### src/logic/dual_uart_pkg.sv
// constants shared by the dual serial controller host port and its transmit fifo
package dual_uart_pkg;
   localparam int CLK_HZ = 40_000_000;
   localparam int BAUD_RATE = 9600;
   localparam int BIT_CYCLES = CLK_HZ / BAUD_RATE;
   localparam int CNT_W = 16;
   localparam int NCH = 2;
   localparam int DATA_W = 8;
   localparam int ADDR_W = 4;
   localparam int FIFO_DEPTH = 32;

   // register offsets on the address inputs; channel registers repeat at CH_SEL_BIT
   localparam logic [ADDR_W-1:0] REG_MODE = 4'h0;
   localparam logic [ADDR_W-1:0] REG_STAT = 4'h1;
   localparam logic [ADDR_W-1:0] REG_CMD = 4'h2;
   localparam logic [ADDR_W-1:0] REG_DATA = 4'h3;
   localparam logic [ADDR_W-1:0] REG_INT = 4'h4;
   localparam logic [ADDR_W-1:0] REG_VEC = 4'h5;
   localparam logic [ADDR_W-1:0] REG_OPCR = 4'h6;
   localparam logic [ADDR_W-1:0] REG_OPSET = 4'h7;
   localparam logic [ADDR_W-1:0] REG_OPCLR = 4'hE;
   localparam logic [ADDR_W-1:0] REG_TEST = 4'hF;
   localparam logic [ADDR_W-1:0] CH_OFF_MASK = 4'h7;
   localparam logic [ADDR_W-1:0] CH_REG_SPAN = 4'h4;
   localparam int CH_SEL_BIT = 3;

   localparam logic [DATA_W-1:0] VEC_RESET = 8'h0F;

   // command register fields
   localparam int CMD_RX_EN = 0;
   localparam int CMD_RX_DIS = 1;
   localparam int CMD_TX_EN = 2;
   localparam int CMD_TX_DIS = 3;
   localparam int CMD_CODE_LSB = 4;
   localparam logic [2:0] CMD_RST_PTR = 3'h1;
   localparam logic [2:0] CMD_RST_ERR = 3'h4;

   // second mode register channel mode field
   localparam int CHM_LSB = 6;
   localparam logic [1:0] CHM_LOCAL = 2'h2;

   // status and interrupt bit positions
   localparam int ST_RXRDY = 0;
   localparam int ST_TXRDY = 2;
   localparam int ST_TXEMT = 3;
   localparam int ST_OVR = 4;
   localparam int INT_TXRDY = 0;
   localparam int INT_RXRDY = 1;
   localparam int INT_STRIDE = 4;
   localparam int OPCR_RXRDY_A = 0;

   // frame: start at 0, data 1..8, stop at 9
   localparam logic [3:0] BIT_DATA_LAST = 4'h8;
   localparam logic [3:0] BIT_STOP = 4'h9;
   localparam logic LINE_MARK = 1'b1;

   typedef enum logic [2:0] {
      BUS_IDLE = 3'b001,
      BUS_ACCESS = 3'b010,
      BUS_ACK = 3'b100
   } bus_state_t;
endpackage

### src/logic/dual_uart_fifo.sv
// synchronous fifo with valid/ready on both sides, used as a transmit queue
`timescale 1ns/1ps
module dual_uart_fifo #(
   parameter int W = 8,
   parameter int DEPTH = 32
) (
   // clock and reset
   input wire logic i_core_clk,
   input wire logic i_rst,
   input wire logic i_clk_en,
   // fill side
   input wire logic i_wr_valid,
   output logic o_wr_ready,
   input wire logic [W-1:0] i_wr_data,
   // drain side
   output logic o_rd_valid,
   input wire logic i_rd_ready,
   output logic [W-1:0] o_rd_data
);
   localparam int PW = $clog2(DEPTH);

   typedef struct packed {
      logic [DEPTH-1:0][W-1:0] mem;
      logic [PW:0] wp;
      logic [PW:0] rp;
   } fifo_state_t;

   fifo_state_t q;
   fifo_state_t n;
   logic full;
   logic empty;

   // extra pointer bit tells full from empty without a counter
   assign empty = (q.wp == q.rp);
   assign full = (q.wp[PW] != q.rp[PW]) && (q.wp[PW-1:0] == q.rp[PW-1:0]);
   assign o_wr_ready = !full;
   assign o_rd_valid = !empty;
   assign o_rd_data = q.mem[q.rp[PW-1:0]];

   always_comb begin
      n = q;
      if (i_wr_valid && !full) begin
         n.mem[q.wp[PW-1:0]] = i_wr_data;
         n.wp = q.wp + 1'b1;
      end
      if (i_rd_ready && !empty) begin
         n.rp = q.rp + 1'b1;
      end
      if (i_rst) begin
         n.wp = '0;
         n.rp = '0;
      end
   end

   always_ff @(posedge i_core_clk) begin
      if (i_rst || i_clk_en) begin
         q <= n;
      end
   end
endmodule

### src/logic/dual_uart_host_bus_pins.sv
// host bus pins, register file and serial lines of a dual asynchronous serial controller
// What this block does
// - chip select low enables transfers on data bus, steered by strobe and address.
// - every data bus line is released a few clock edges after chip select rises, except during an interrupt acknowledge vector cycle.
// - strobe high at cycle start means read, low means write; device obeys.
// - four address inputs choose which register or port is accessed.
// - reset drives output port pins high, idles channels, transmit lines at mark.
// - reset clears status, interrupt, output port registers, test modes, mode pointer.
// - transfer acknowledge is driven low when read, write or vector cycle completes.
// - open-drain interrupt request pulled low while any unmasked condition is true.
// - interrupt acknowledge puts vector on bus; acknowledge only with interrupt pending.
// - receivers take least significant bit first; high is mark, low is space.
// - transmitters send least significant bit first; high is mark, low is space.
// - transmit line held at mark when disabled, idle or in local loopback.
`timescale 1ns/1ps
module dual_uart_host_bus_pins
   import dual_uart_pkg::*;
#(
   parameter logic [dual_uart_pkg::CNT_W-1:0] BIT_CYCLES = dual_uart_pkg::CNT_W'(dual_uart_pkg::BIT_CYCLES),
   parameter int FIFO_DEPTH = dual_uart_pkg::FIFO_DEPTH
) (
   // clock, reset, enable
   input wire logic i_core_clk,
   input wire logic i_rst,
   input wire logic i_clk_en,
   // host bus
   input wire logic i_chip_select_n,
   input wire logic i_read_not_write,
   input wire logic [dual_uart_pkg::ADDR_W-1:0] i_register_address,
   input wire logic [dual_uart_pkg::DATA_W-1:0] i_host_data_bus,
   output logic [dual_uart_pkg::DATA_W-1:0] o_host_data_bus,
   output logic o_host_data_bus_oe_n,
   output logic o_transfer_ack_n,
   output logic o_transfer_ack_oe_n,
   output logic o_interrupt_request_n,
   output logic o_interrupt_request_oe_n,
   input wire logic i_interrupt_ack_n,
   // serial lines
   input wire logic i_serial_in_first_channel,
   input wire logic i_serial_in_second_channel,
   output logic o_serial_out_first_channel,
   output logic o_serial_out_second_channel,
   // output port
   output logic [dual_uart_pkg::DATA_W-1:0] o_output_port_pins
);
   import dual_uart_pkg::*;
   localparam logic [CNT_W-1:0] HALF_BIT = BIT_CYCLES >> 1;
   localparam logic [CNT_W-1:0] CNT_ONE = 16'h0001;
   typedef struct packed {
      logic cs_s1;
      logic cs_s2;
      logic rw_s1;
      logic rw_s2;
      logic iack_s1;
      logic iack_s2;
      logic [ADDR_W-1:0] addr_s1;
      logic [ADDR_W-1:0] addr_s2;
      logic [DATA_W-1:0] din_s1;
      logic [DATA_W-1:0] din_s2;
      logic [NCH-1:0] rx_s1;
      logic [NCH-1:0] rx_s2;
      bus_state_t state;
      logic [DATA_W-1:0] dout;
      logic dout_oe_n;
      logic ack_oe_n;
      logic irq_oe_n;
      logic [NCH-1:0][DATA_W-1:0] mode1;
      logic [NCH-1:0][DATA_W-1:0] mode2;
      logic [NCH-1:0] mode_ptr;
      logic [NCH-1:0] rx_en;
      logic [NCH-1:0] tx_en;
      logic [DATA_W-1:0] imr;
      logic [DATA_W-1:0] vec;
      logic [DATA_W-1:0] opcr;
      logic [DATA_W-1:0] opr;
      logic test;
      logic [NCH-1:0] rx_busy;
      logic [NCH-1:0] rx_rdy;
      logic [NCH-1:0] rx_ovr;
      logic [NCH-1:0][CNT_W-1:0] rx_cnt;
      logic [NCH-1:0][3:0] rx_bit;
      logic [NCH-1:0][DATA_W-1:0] rx_shift;
      logic [NCH-1:0][DATA_W-1:0] rx_hold;
      logic [NCH-1:0] tx_busy;
      logic [NCH-1:0][CNT_W-1:0] tx_cnt;
      logic [NCH-1:0][3:0] tx_bit;
      logic [NCH-1:0][DATA_W+1:0] tx_shift;
      logic [NCH-1:0] tx_pin;
      logic [DATA_W-1:0] op_pins;
   } port_state_t;
   port_state_t q;
   port_state_t n;
   logic ch_sel;
   logic [ADDR_W-1:0] ch_off;
   logic is_ch;
   logic [DATA_W-1:0] isr;
   logic [NCH-1:0][DATA_W-1:0] status;
   logic [NCH-1:0] loop;
   logic [NCH-1:0] tx_line;
   logic [NCH-1:0] fifo_wr_valid;
   logic [NCH-1:0] fifo_wr_ready;
   logic [NCH-1:0] fifo_rd_valid;
   logic [NCH-1:0] fifo_rd_ready;
   logic [NCH-1:0][DATA_W-1:0] fifo_rd_data;
   logic [DATA_W-1:0] rd_val;
   logic irq_pending;
   assign ch_sel = q.addr_s2[CH_SEL_BIT];
   assign ch_off = q.addr_s2 & CH_OFF_MASK;
   assign is_ch = (ch_off < CH_REG_SPAN);
   assign irq_pending = |(isr & q.imr);
   // live status and interrupt sources, one set per channel
   always_comb begin
      isr = '0;
      for (int c = 0; c < NCH; c++) begin
         status[c] = '0;
         status[c][ST_RXRDY] = q.rx_rdy[c];
         status[c][ST_TXRDY] = fifo_wr_ready[c] && q.tx_en[c];
         // empty only counts once enabled, so status reads clear after reset
         status[c][ST_TXEMT] = q.tx_en[c] && !fifo_rd_valid[c] && !q.tx_busy[c];
         status[c][ST_OVR] = q.rx_ovr[c];
         isr[c*INT_STRIDE+INT_TXRDY] = status[c][ST_TXRDY];
         isr[c*INT_STRIDE+INT_RXRDY] = q.rx_rdy[c];
         loop[c] = (q.mode2[c][CHM_LSB+:2] == CHM_LOCAL) || q.test;
         tx_line[c] = q.tx_busy[c] ? q.tx_shift[c][0] : LINE_MARK;
         fifo_rd_ready[c] = !q.tx_busy[c] && q.tx_en[c];
         fifo_wr_valid[c] = i_clk_en && (q.state == BUS_ACCESS) && !q.rw_s2 && is_ch
            && (ch_off == REG_DATA) && (ch_sel == c[0]);
      end
   end
   // read multiplexer
   always_comb begin
      rd_val = '0;
      if (is_ch) begin
         case (ch_off)
            REG_MODE: rd_val = q.mode_ptr[ch_sel] ? q.mode2[ch_sel] : q.mode1[ch_sel];
            REG_STAT: rd_val = status[ch_sel];
            REG_DATA: rd_val = q.rx_hold[ch_sel];
            default: rd_val = '0;
         endcase
      end else begin
         case (q.addr_s2)
            REG_INT: rd_val = isr;
            REG_VEC: rd_val = q.vec;
            REG_OPCR: rd_val = q.opcr;
            REG_OPSET: rd_val = q.opr;
            REG_TEST: rd_val = {7'h00, q.test};
            default: rd_val = '0;
         endcase
      end
   end
   always_comb begin
      n = q;
      // pin inputs pass two flip-flops before any logic reads them
      n.cs_s1 = i_chip_select_n;
      n.cs_s2 = q.cs_s1;
      n.rw_s1 = i_read_not_write;
      n.rw_s2 = q.rw_s1;
      n.iack_s1 = i_interrupt_ack_n;
      n.iack_s2 = q.iack_s1;
      n.addr_s1 = i_register_address;
      n.addr_s2 = q.addr_s1;
      n.din_s1 = i_host_data_bus;
      n.din_s2 = q.din_s1;
      n.rx_s1 = {i_serial_in_second_channel, i_serial_in_first_channel};
      n.rx_s2 = q.rx_s1;
      unique case (q.state)
         BUS_IDLE: begin
            if (!q.cs_s2) begin
               n.state = BUS_ACCESS;
            end else if (!q.iack_s2 && irq_pending) begin
               n.dout = q.vec;
               n.dout_oe_n = 1'b0;
               n.ack_oe_n = 1'b0;
               n.state = BUS_ACK;
            end
         end
         BUS_ACCESS: begin
            if (q.rw_s2) begin
               n.dout = rd_val;
               n.dout_oe_n = 1'b0;
               n.ack_oe_n = 1'b0;
               n.state = BUS_ACK;
               if (is_ch && ch_off == REG_DATA) begin
                  n.rx_rdy[ch_sel] = 1'b0;
               end
            end else if (is_ch && ch_off == REG_DATA && !fifo_wr_ready[ch_sel]) begin
               // full queue: hold the acknowledge back until a slot frees
               n.state = BUS_ACCESS;
            end else begin
               n.ack_oe_n = 1'b0;
               n.state = BUS_ACK;
               if (is_ch) begin
                  case (ch_off)
                     REG_MODE: begin
                        if (q.mode_ptr[ch_sel]) begin
                           n.mode2[ch_sel] = q.din_s2;
                        end else begin
                           n.mode1[ch_sel] = q.din_s2;
                           n.mode_ptr[ch_sel] = 1'b1;
                        end
                     end
                     REG_CMD: begin
                        if (q.din_s2[CMD_RX_EN]) n.rx_en[ch_sel] = 1'b1;
                        if (q.din_s2[CMD_RX_DIS]) n.rx_en[ch_sel] = 1'b0;
                        if (q.din_s2[CMD_TX_EN]) n.tx_en[ch_sel] = 1'b1;
                        if (q.din_s2[CMD_TX_DIS]) n.tx_en[ch_sel] = 1'b0;
                        if (q.din_s2[CMD_CODE_LSB+:3] == CMD_RST_PTR) n.mode_ptr[ch_sel] = 1'b0;
                        if (q.din_s2[CMD_CODE_LSB+:3] == CMD_RST_ERR) n.rx_ovr[ch_sel] = 1'b0;
                     end
                     default: ;
                  endcase
               end else begin
                  case (q.addr_s2)
                     REG_INT: n.imr = q.din_s2;
                     REG_VEC: n.vec = q.din_s2;
                     REG_OPCR: n.opcr = q.din_s2;
                     REG_OPSET: n.opr = q.opr | q.din_s2;
                     REG_OPCLR: n.opr = q.opr & ~q.din_s2;
                     REG_TEST: n.test = q.din_s2[0];
                     default: ;
                  endcase
               end
            end
         end
         BUS_ACK: begin
            // released only once both select and acknowledge are seen high
            if (q.cs_s2 && q.iack_s2) begin
               n.dout_oe_n = 1'b1;
               n.ack_oe_n = 1'b1;
               n.state = BUS_IDLE;
            end
         end
         default: begin
            n.dout_oe_n = 1'b1;
            n.ack_oe_n = 1'b1;
            n.state = BUS_IDLE;
         end
      endcase
      for (int c = 0; c < NCH; c++) begin
         // receiver: sampled mid-bit, shifted in from the top so bit 0 lands first
         if (!q.rx_busy[c]) begin
            if (q.rx_en[c] && !(loop[c] ? tx_line[c] : q.rx_s2[c])) begin
               n.rx_busy[c] = 1'b1;
               n.rx_cnt[c] = HALF_BIT;
               n.rx_bit[c] = '0;
            end
         end else if (q.rx_cnt[c] != '0) begin
            n.rx_cnt[c] = q.rx_cnt[c] - CNT_ONE;
         end else begin
            n.rx_cnt[c] = BIT_CYCLES - CNT_ONE;
            n.rx_bit[c] = q.rx_bit[c] + 4'h1;
            if (q.rx_bit[c] == '0) begin
               // a start bit gone high at mid-bit was a glitch
               if (loop[c] ? tx_line[c] : q.rx_s2[c]) n.rx_busy[c] = 1'b0;
            end else if (q.rx_bit[c] <= BIT_DATA_LAST) begin
               n.rx_shift[c] = {(loop[c] ? tx_line[c] : q.rx_s2[c]), q.rx_shift[c][DATA_W-1:1]};
            end else begin
               n.rx_busy[c] = 1'b0;
               if (loop[c] ? tx_line[c] : q.rx_s2[c]) begin
                  // set wins over a read that clears in the same cycle
                  if (q.rx_rdy[c]) n.rx_ovr[c] = 1'b1;
                  else n.rx_hold[c] = q.rx_shift[c];
                  n.rx_rdy[c] = 1'b1;
               end
            end
         end
         // transmitter: frame is stop, data, start so shifting right sends bit 0 first
         if (!q.tx_en[c]) begin
            n.tx_busy[c] = 1'b0;
         end else if (!q.tx_busy[c]) begin
            if (fifo_rd_valid[c]) begin
               n.tx_shift[c] = {LINE_MARK, fifo_rd_data[c], 1'b0};
               n.tx_busy[c] = 1'b1;
               n.tx_bit[c] = '0;
               n.tx_cnt[c] = BIT_CYCLES - CNT_ONE;
            end
         end else if (q.tx_cnt[c] != '0) begin
            n.tx_cnt[c] = q.tx_cnt[c] - CNT_ONE;
         end else if (q.tx_bit[c] == BIT_STOP) begin
            n.tx_busy[c] = 1'b0;
         end else begin
            n.tx_shift[c] = {LINE_MARK, q.tx_shift[c][DATA_W+1:1]};
            n.tx_bit[c] = q.tx_bit[c] + 4'h1;
            n.tx_cnt[c] = BIT_CYCLES - CNT_ONE;
         end
         n.tx_pin[c] = (q.tx_busy[c] && q.tx_en[c] && !loop[c]) ? q.tx_shift[c][0] : LINE_MARK;
      end
      n.irq_oe_n = !irq_pending;
      n.op_pins = ~q.opr;
      if (q.opcr[OPCR_RXRDY_A]) n.op_pins[0] = !q.rx_rdy[0];
      if (i_rst) begin
         n = '0;
         n.cs_s1 = 1'b1;
         n.cs_s2 = 1'b1;
         n.iack_s1 = 1'b1;
         n.iack_s2 = 1'b1;
         n.rx_s1 = '1;
         n.rx_s2 = '1;
         n.state = BUS_IDLE;
         n.dout_oe_n = 1'b1;
         n.ack_oe_n = 1'b1;
         n.irq_oe_n = 1'b1;
         n.vec = VEC_RESET;
         n.tx_pin = '1;
         n.op_pins = '1;
      end
   end
   // reset acts even while the clock enable is low
   always_ff @(posedge i_core_clk) begin
      if (i_rst || i_clk_en) begin
         q <= n;
      end
   end
   generate
      for (genvar g = 0; g < NCH; g++) begin : g_txq
         dual_uart_fifo #(
            .W(DATA_W),
            .DEPTH(FIFO_DEPTH)
         ) u_txq (
            .i_core_clk(i_core_clk),
            .i_rst(i_rst),
            .i_clk_en(i_clk_en),
            .i_wr_valid(fifo_wr_valid[g]),
            .o_wr_ready(fifo_wr_ready[g]),
            .i_wr_data(q.din_s2),
            .o_rd_valid(fifo_rd_valid[g]),
            .i_rd_ready(fifo_rd_ready[g]),
            .o_rd_data(fifo_rd_data[g])
         );
      end
   endgenerate
   assign o_host_data_bus = q.dout;
   assign o_host_data_bus_oe_n = q.dout_oe_n;
   assign o_transfer_ack_n = q.ack_oe_n;
   assign o_transfer_ack_oe_n = q.ack_oe_n;
   assign o_interrupt_request_n = q.irq_oe_n;
   assign o_interrupt_request_oe_n = q.irq_oe_n;
   assign o_serial_out_first_channel = q.tx_pin[0];
   assign o_serial_out_second_channel = q.tx_pin[1];
   assign o_output_port_pins = q.op_pins;
endmodule

### config.mk
export PLATFORM = sky130hd
export DESIGN_NAME = dual_uart_host_bus_pins
export DESIGN_NICKNAME = d
export VERILOG_FILES = /design/src/logic/dual_uart_pkg.sv /design/src/logic/dual_uart_fifo.sv /design/src/logic/dual_uart_host_bus_pins.sv
export SDC_FILE = /design/constraint.sdc
export NUM_CORES = 1
export LEC_CHECK = 0
export ABC_AREA = 1
export BUFFER_PORTS_ARGS = -buffer_cell sky130_fd_sc_hd__buf_2
export CORE_UTILIZATION = 48
export CTS_CLUSTER_DIAMETER = 30
export DETAILED_ROUTE_END_ITERATION = 7
export SYNTH_ARGS = -nofsm -noshare
export SYNTH_HDL_FRONTEND = slang
export SYNTH_SLANG_ARGS = --single-unit
### constraint.sdc
create_clock -name i_core_clk -period 4.5 [get_ports i_core_clk]
set_input_delay 0.225 -clock i_core_clk [delete_from_list [all_inputs] [get_ports i_core_clk]]
set_output_delay 0.225 -clock i_core_clk [all_outputs]
set_load 0.05 [all_outputs]
Word level (Yosys, flattened, before mapping) --
Cells that the tools add are included.
Storage, ports and cells: register bits 805, bits of input ports 20, output and inout port bits 23, logic and storage cells 532
Operators by class: add/sub/neg operators 12, order comparisons 11, equality and inequality tests 54, mux-type cells 197, bitwise gates (word level) 19, reductions and logical operators 120
Operators with widths (count):
- 256-bit bitwise mux | 2
- 8-bit 2-to-1 mux | 37
- 16-bit 2-to-1 mux | 18
- 71-bit 2-to-1 mux | 3
- 10-bit 2-to-1 mux | 11
- 8-bit binary-select mux with 5-bit select | 2
- 8-bit demux with 5-bit select | 2
- 4-bit 2-to-1 mux | 18
- 16-bit nonzero test | 4
- 16-bit by 1-bit subtractor with 16-bit output (second input constant) | 4
- 1-bit 2-to-1 mux | 55
- 2-bit 2-to-1 mux | 24
- 3-bit inequality test (second input constant) | 14
- 2-bit nonzero test | 21
- 8-bit one-hot mux with 5 select lines | 1
- 38-bit 2-to-1 mux | 1
- 6-bit AND reduction | 6
- 5-bit AND reduction | 7
- 1-bit logical AND | 33
- 33-bit 2-to-1 mux | 1
- 16-bit bitwise mux | 2
- 32-bit 2-to-1 mux | 1
- 8-bit one-hot mux with 2 select lines | 2
- 7-bit AND reduction | 4
- other kinds (48) | 140

Depth between registers and ports, before layout --
depth in word-level cells 18, mapped depth 13, depth with buffers taken out 12

Modules after synthesis --
A second synthesis with hierarchy kept.
Unflattened totals: cells, all modules 3929, area, all modules 37664.9 µm²
Modules (own cells, without submodules):
- dual_uart_host_bus_pins | times used 1, cells each 1439, area each 13339.0 µm², seq. area each 7957.6 µm²
- dual_uart_fifo (g_txq[0].u_txq) | times used 1, cells each 1245, area each 12166.7 µm², seq. area each 8047.7 µm²
- dual_uart_fifo (g_txq[1].u_txq) | times used 1, cells each 1245, area each 12159.2 µm², seq. area each 8047.7 µm²

Worst setup path after synthesis --
No wires, ideal clock.
path type reg2reg, from register q[54] in the netlist's numbering, to register q[20] in the netlist's numbering, enable pin, library setup time 0.421 ns, arrival time 2.686 ns, required time 4.079 ns, path slack 1.393 ns, stages on the path, launching flop included 9, path buffers 0, clock period less this slack 3.107 ns, cells stage by stage edfxtp_1 -> inv_1 -> ha_1 -> nand2_1 -> nor3_1 -> nand2_1 -> o21ai_1 -> nor2_1 -> nor4_1
On the way: cells in the longest elaborated chain, start to end 3
RTL lines:
- start: declaration | RTL line dual_uart_host_bus_pins.sv:91 | port_state_t q;
- start signal: assignment | RTL line dual_uart_host_bus_pins.sv:311 | q <= n;
- 16-bit nonzero test | RTL line dual_uart_host_bus_pins.sv:277 | end else if (q.tx_cnt[c] != '0) begin
- 3-bit inequality test (no line)
- 5-bit AND reduction (no line)
No other way between the ends. A chain may end at the register's enable or synchronous reset.

Worst setup path in the final report --
from register q[150] in the netlist's numbering, to register q[106] in the netlist's numbering, enable pin
On the way: cells in the longest elaborated chain, start to end 6
RTL lines:
- 1-bit logical OR | RTL line dual_uart_host_bus_pins.sv:123 | loop[c] = (q.mode2[c][CHM_LSB+:2] == CHM_LOCAL) || q.test;
- 1-bit 2-to-1 mux | RTL line dual_uart_host_bus_pins.sv:242 | if (q.rx_en[c] && !(loop[c] ? tx_line[c] : q.rx_s2[c])) begin
- 1-bit logical NOT | RTL line dual_uart_host_bus_pins.sv:242
- 1-bit logical AND | RTL line dual_uart_host_bus_pins.sv:242
- 3-bit nonzero test (no line)
- 3-bit AND reduction (no line)
No other way between the ends.

==> out/qor.yml <==
outcome:
  status: "completed"
setup_path:
  critPathArrivalTime_ns: 3.37
  critPathMaxStageDelay_ns: 1.03
  critPathCaptureType: "flip-flop"
  path_buf_inv: 1
  crit_required_ns: 4.86
  worst-setup-path-type: "reg2reg"
  startpoint_type: "flip-flop"
  worstPathCellList: "o21bai_1 -> o21ai_0 -> nand2_1 -> nand2_1 -> inv_1 -> nor3_1"
  critical_path.most_common_cell: "nand2_1"
  slowest_stage: "o21ai_0"
  crit_family: "compound AO/OA/AOI/OAI gates"
  crit_fanout: 5
sta:
  drv_slew: 0
  finalHoldWorstSlack_ns: 0.3113
  worst_slew_pin_slew_ns: 1.317
  hold_violations: 0
  fin_crit_ns: 3.010
  clock.fmax_mhz: 332.3
  maxSlewHeadroom_pct: 11.27
  rsz0062_at_grt: "no"
  finalSetupTns_ns: 0
  post-route-period-util_pct: 66.88
  finClkSkew_ns: 0.04360
  finalSetupViolCount: 0
cts:
  clk_pin_slew_worst_paths_ns: 0.05
  htreeDepth: 4
  cts-root-buf: "clkbuf_16"
  cts_tree: "built"
  worstSkewPairLatency_ns: 0.75
  post_cts_buffers: 0
  numCtsBuffers: 158
  cts_sinks: 801
  cts_repair_resize_count: 0
  cts.path.max_buffers: 3
layout:
  final_nets: 3171
  area_delta_synth_final_pct: 19.17
  drive_gt1_share_pct: 12.52
  antenna_cells: 0
  mostFrequentLayoutCell: "edfxtp_1"
  fin_area_mm2: 0.04144
  final_cell_mix: "801 x edfxtp_1, 550 x nor2_1, 351 x nand2_1"
  finalNonFillerCells: 4210
grt:
  grt_max_degree: 86
  grt_overflow: 0
  grt_pass1_wl_um: 135100
  antenna_found_initial: 1
  grt_usage_pct: 23.76
  grt_pass1_vias: 23701
synthesis:
  yosysWarningCount: 0
  netlist.area_leader.share_pct: 69.17
  yosys.area.top_type: "edfxtp_1"
  synth_fp_nets: 3068
  ys_top_cells_by_area: "edfxtp_1 69%, nor2_1 5.9%, o21ai_0 4.7%"
  synth_edf_count: 801
  ys_seq_area_share_pct: 69.17
  async_flop_share_pct: 0
  ys_ff_latch: 801
  synth_cell_type_count: 58
  synth.avg_cell_area_um2: 11.49
  synth_top_flop_cell: "edfxtp_1"
  synthCells: 3026
  synth_area_mm2: 0.03478
pwr:
  power_mw: 22.38
  internal_power_mw: 16.83
  power.density_mw_per_mm2: 540.1
  p_seq_share_pct: 39.1
  p_leak_nw: 14.93
  combPwrFrac_pct: 7.8
  p_switching_mw: 5.548
  pwr-share-clk_pct: 53.0
  peakVddDrop_mv: 0.4293
  switching_share_pct: 24.79
floorplan:
  coreArea_mm2: 0.07161
  die_area_mm2: 0.07353
  rows: 98
  io_pins: 43
  fp.dieW_um: 271.2
  die_h_um: 271.2
  start_util_pct: 48.56
drt:
  wl_per_cell_um: 20.58
  wirelength_um: 86640
  viasPerCell: 5.648
  dr_total_vias: 23776
  drc: 0
  antenna_left: 0
  first_pass_iters: 8
  drtIter0Drc: 2566
worst_hold_path:
  worstHoldPathType: "in2reg"
placement:
  place_area_mm2: 0.03572
  dp.cells: 3901
  numPortBuffers: 42
  hpwlAfterDp_um: 53420
  gp_congestion: 0.9361
job:
  drv_cap: 0
-- synth_stat cells, drive strengths merged, types with 22 or more instances --
cell / instances
nor2: 567
buf: 94
nand4: 33
ha: 22
edfxtp: 801
nand3: 130
clkbuf: 66
a21oi: 116
o221ai: 55
nor3: 25
o22ai: 65
o21ai: 344
inv: 228
nand2: 365
-- metal layers --
layer / track usage [%] / share of wire [%]
met2: 37.30 / 47
met5: 0 / 0.015
met1: 32.82 / 43
met3: 4.511 / 6.7
met4: 9.344 / 3.2
-- worst paths after layout --
kind,from,to,slack [ns],cells past startpoint
max,q[150],q[106],1.49,6
min,i_interrupt_ack_n,q[264],0.31,3
max reg2reg,q[150],q[106],1.49,6
min reg2reg,q[237],q[235],0.51,1
-- stage by stage --
step | util [%] | setup slack [ns]
2_1_floorplan | - | 1.393
3_3_place_gp | 49.89 | 1.393
3_5_place_dp | 49.89 | 1.367
4_1_cts | 57.87 | 1.520
5_1_grt | 57.87 | 1.167
6_report | 57.87 | 1.490
-- final cells by class --
class,count,area [um2]
fill,5831,30170
sequential,801,24050
multi-input combinational,1833,9074
clock buffer,179,4033
clock inverter,112,1505
tap,950,1189
inverter,232,873.3
timing repair buffer,103,715.7
-- kinds of logic after synthesis --
family | after synthesis | share of synthesized area [%]
AOI/OAI and AO/OA | 622 | 10.14
xor gates and xnor gates | 35 | 0.8815
adders and majority gates | 22 | 0.7915
buffers and inverters | 392 | 4.789
DFF | 801 | 69.17
muxes | 1 | 0.02878
and+or+nand+nor | 1153 | 14.21
-- worst min-delay path: cells and delay by family --
kind,cells,cell delay (ns)
simple gates,1,0.09
buf+inv,2,0.61
-- flip-flops by register name, summed over array words and instances (netlist names) --
signal,flops
o_output_port_pins,8
o_transfer_ack_n,1
ch_off,3
ch_sel,1
o_serial_out_first_channel,1
o_interrupt_request_n,1
isr,2
o_host_data_bus,8
g_txq.u_txq.q,536
o_host_data_bus_oe_n,1
q,238
o_serial_out_second_channel,1
-- repair_timing --
| item | in CTS | in global routing |
|---|---|---|
| endpoints found under the setup margin | 0 | 0 |
| endpoints found under the hold margin | 18 | 0 |
| hold buffers | 18 | 0 |
-- power by group through the flow --
stage	clock, mW	sequential (mW)	combinational (mW)
after floorplan	0	8.88	1.16
after global placement	0	8.88	1.70
after detailed placement	0	8.89	1.72
after CTS	12.0	8.76	1.74
after global routing	12.4	8.78	1.93
final	11.9	8.76	1.75
(Power assumes the default switching activity.)
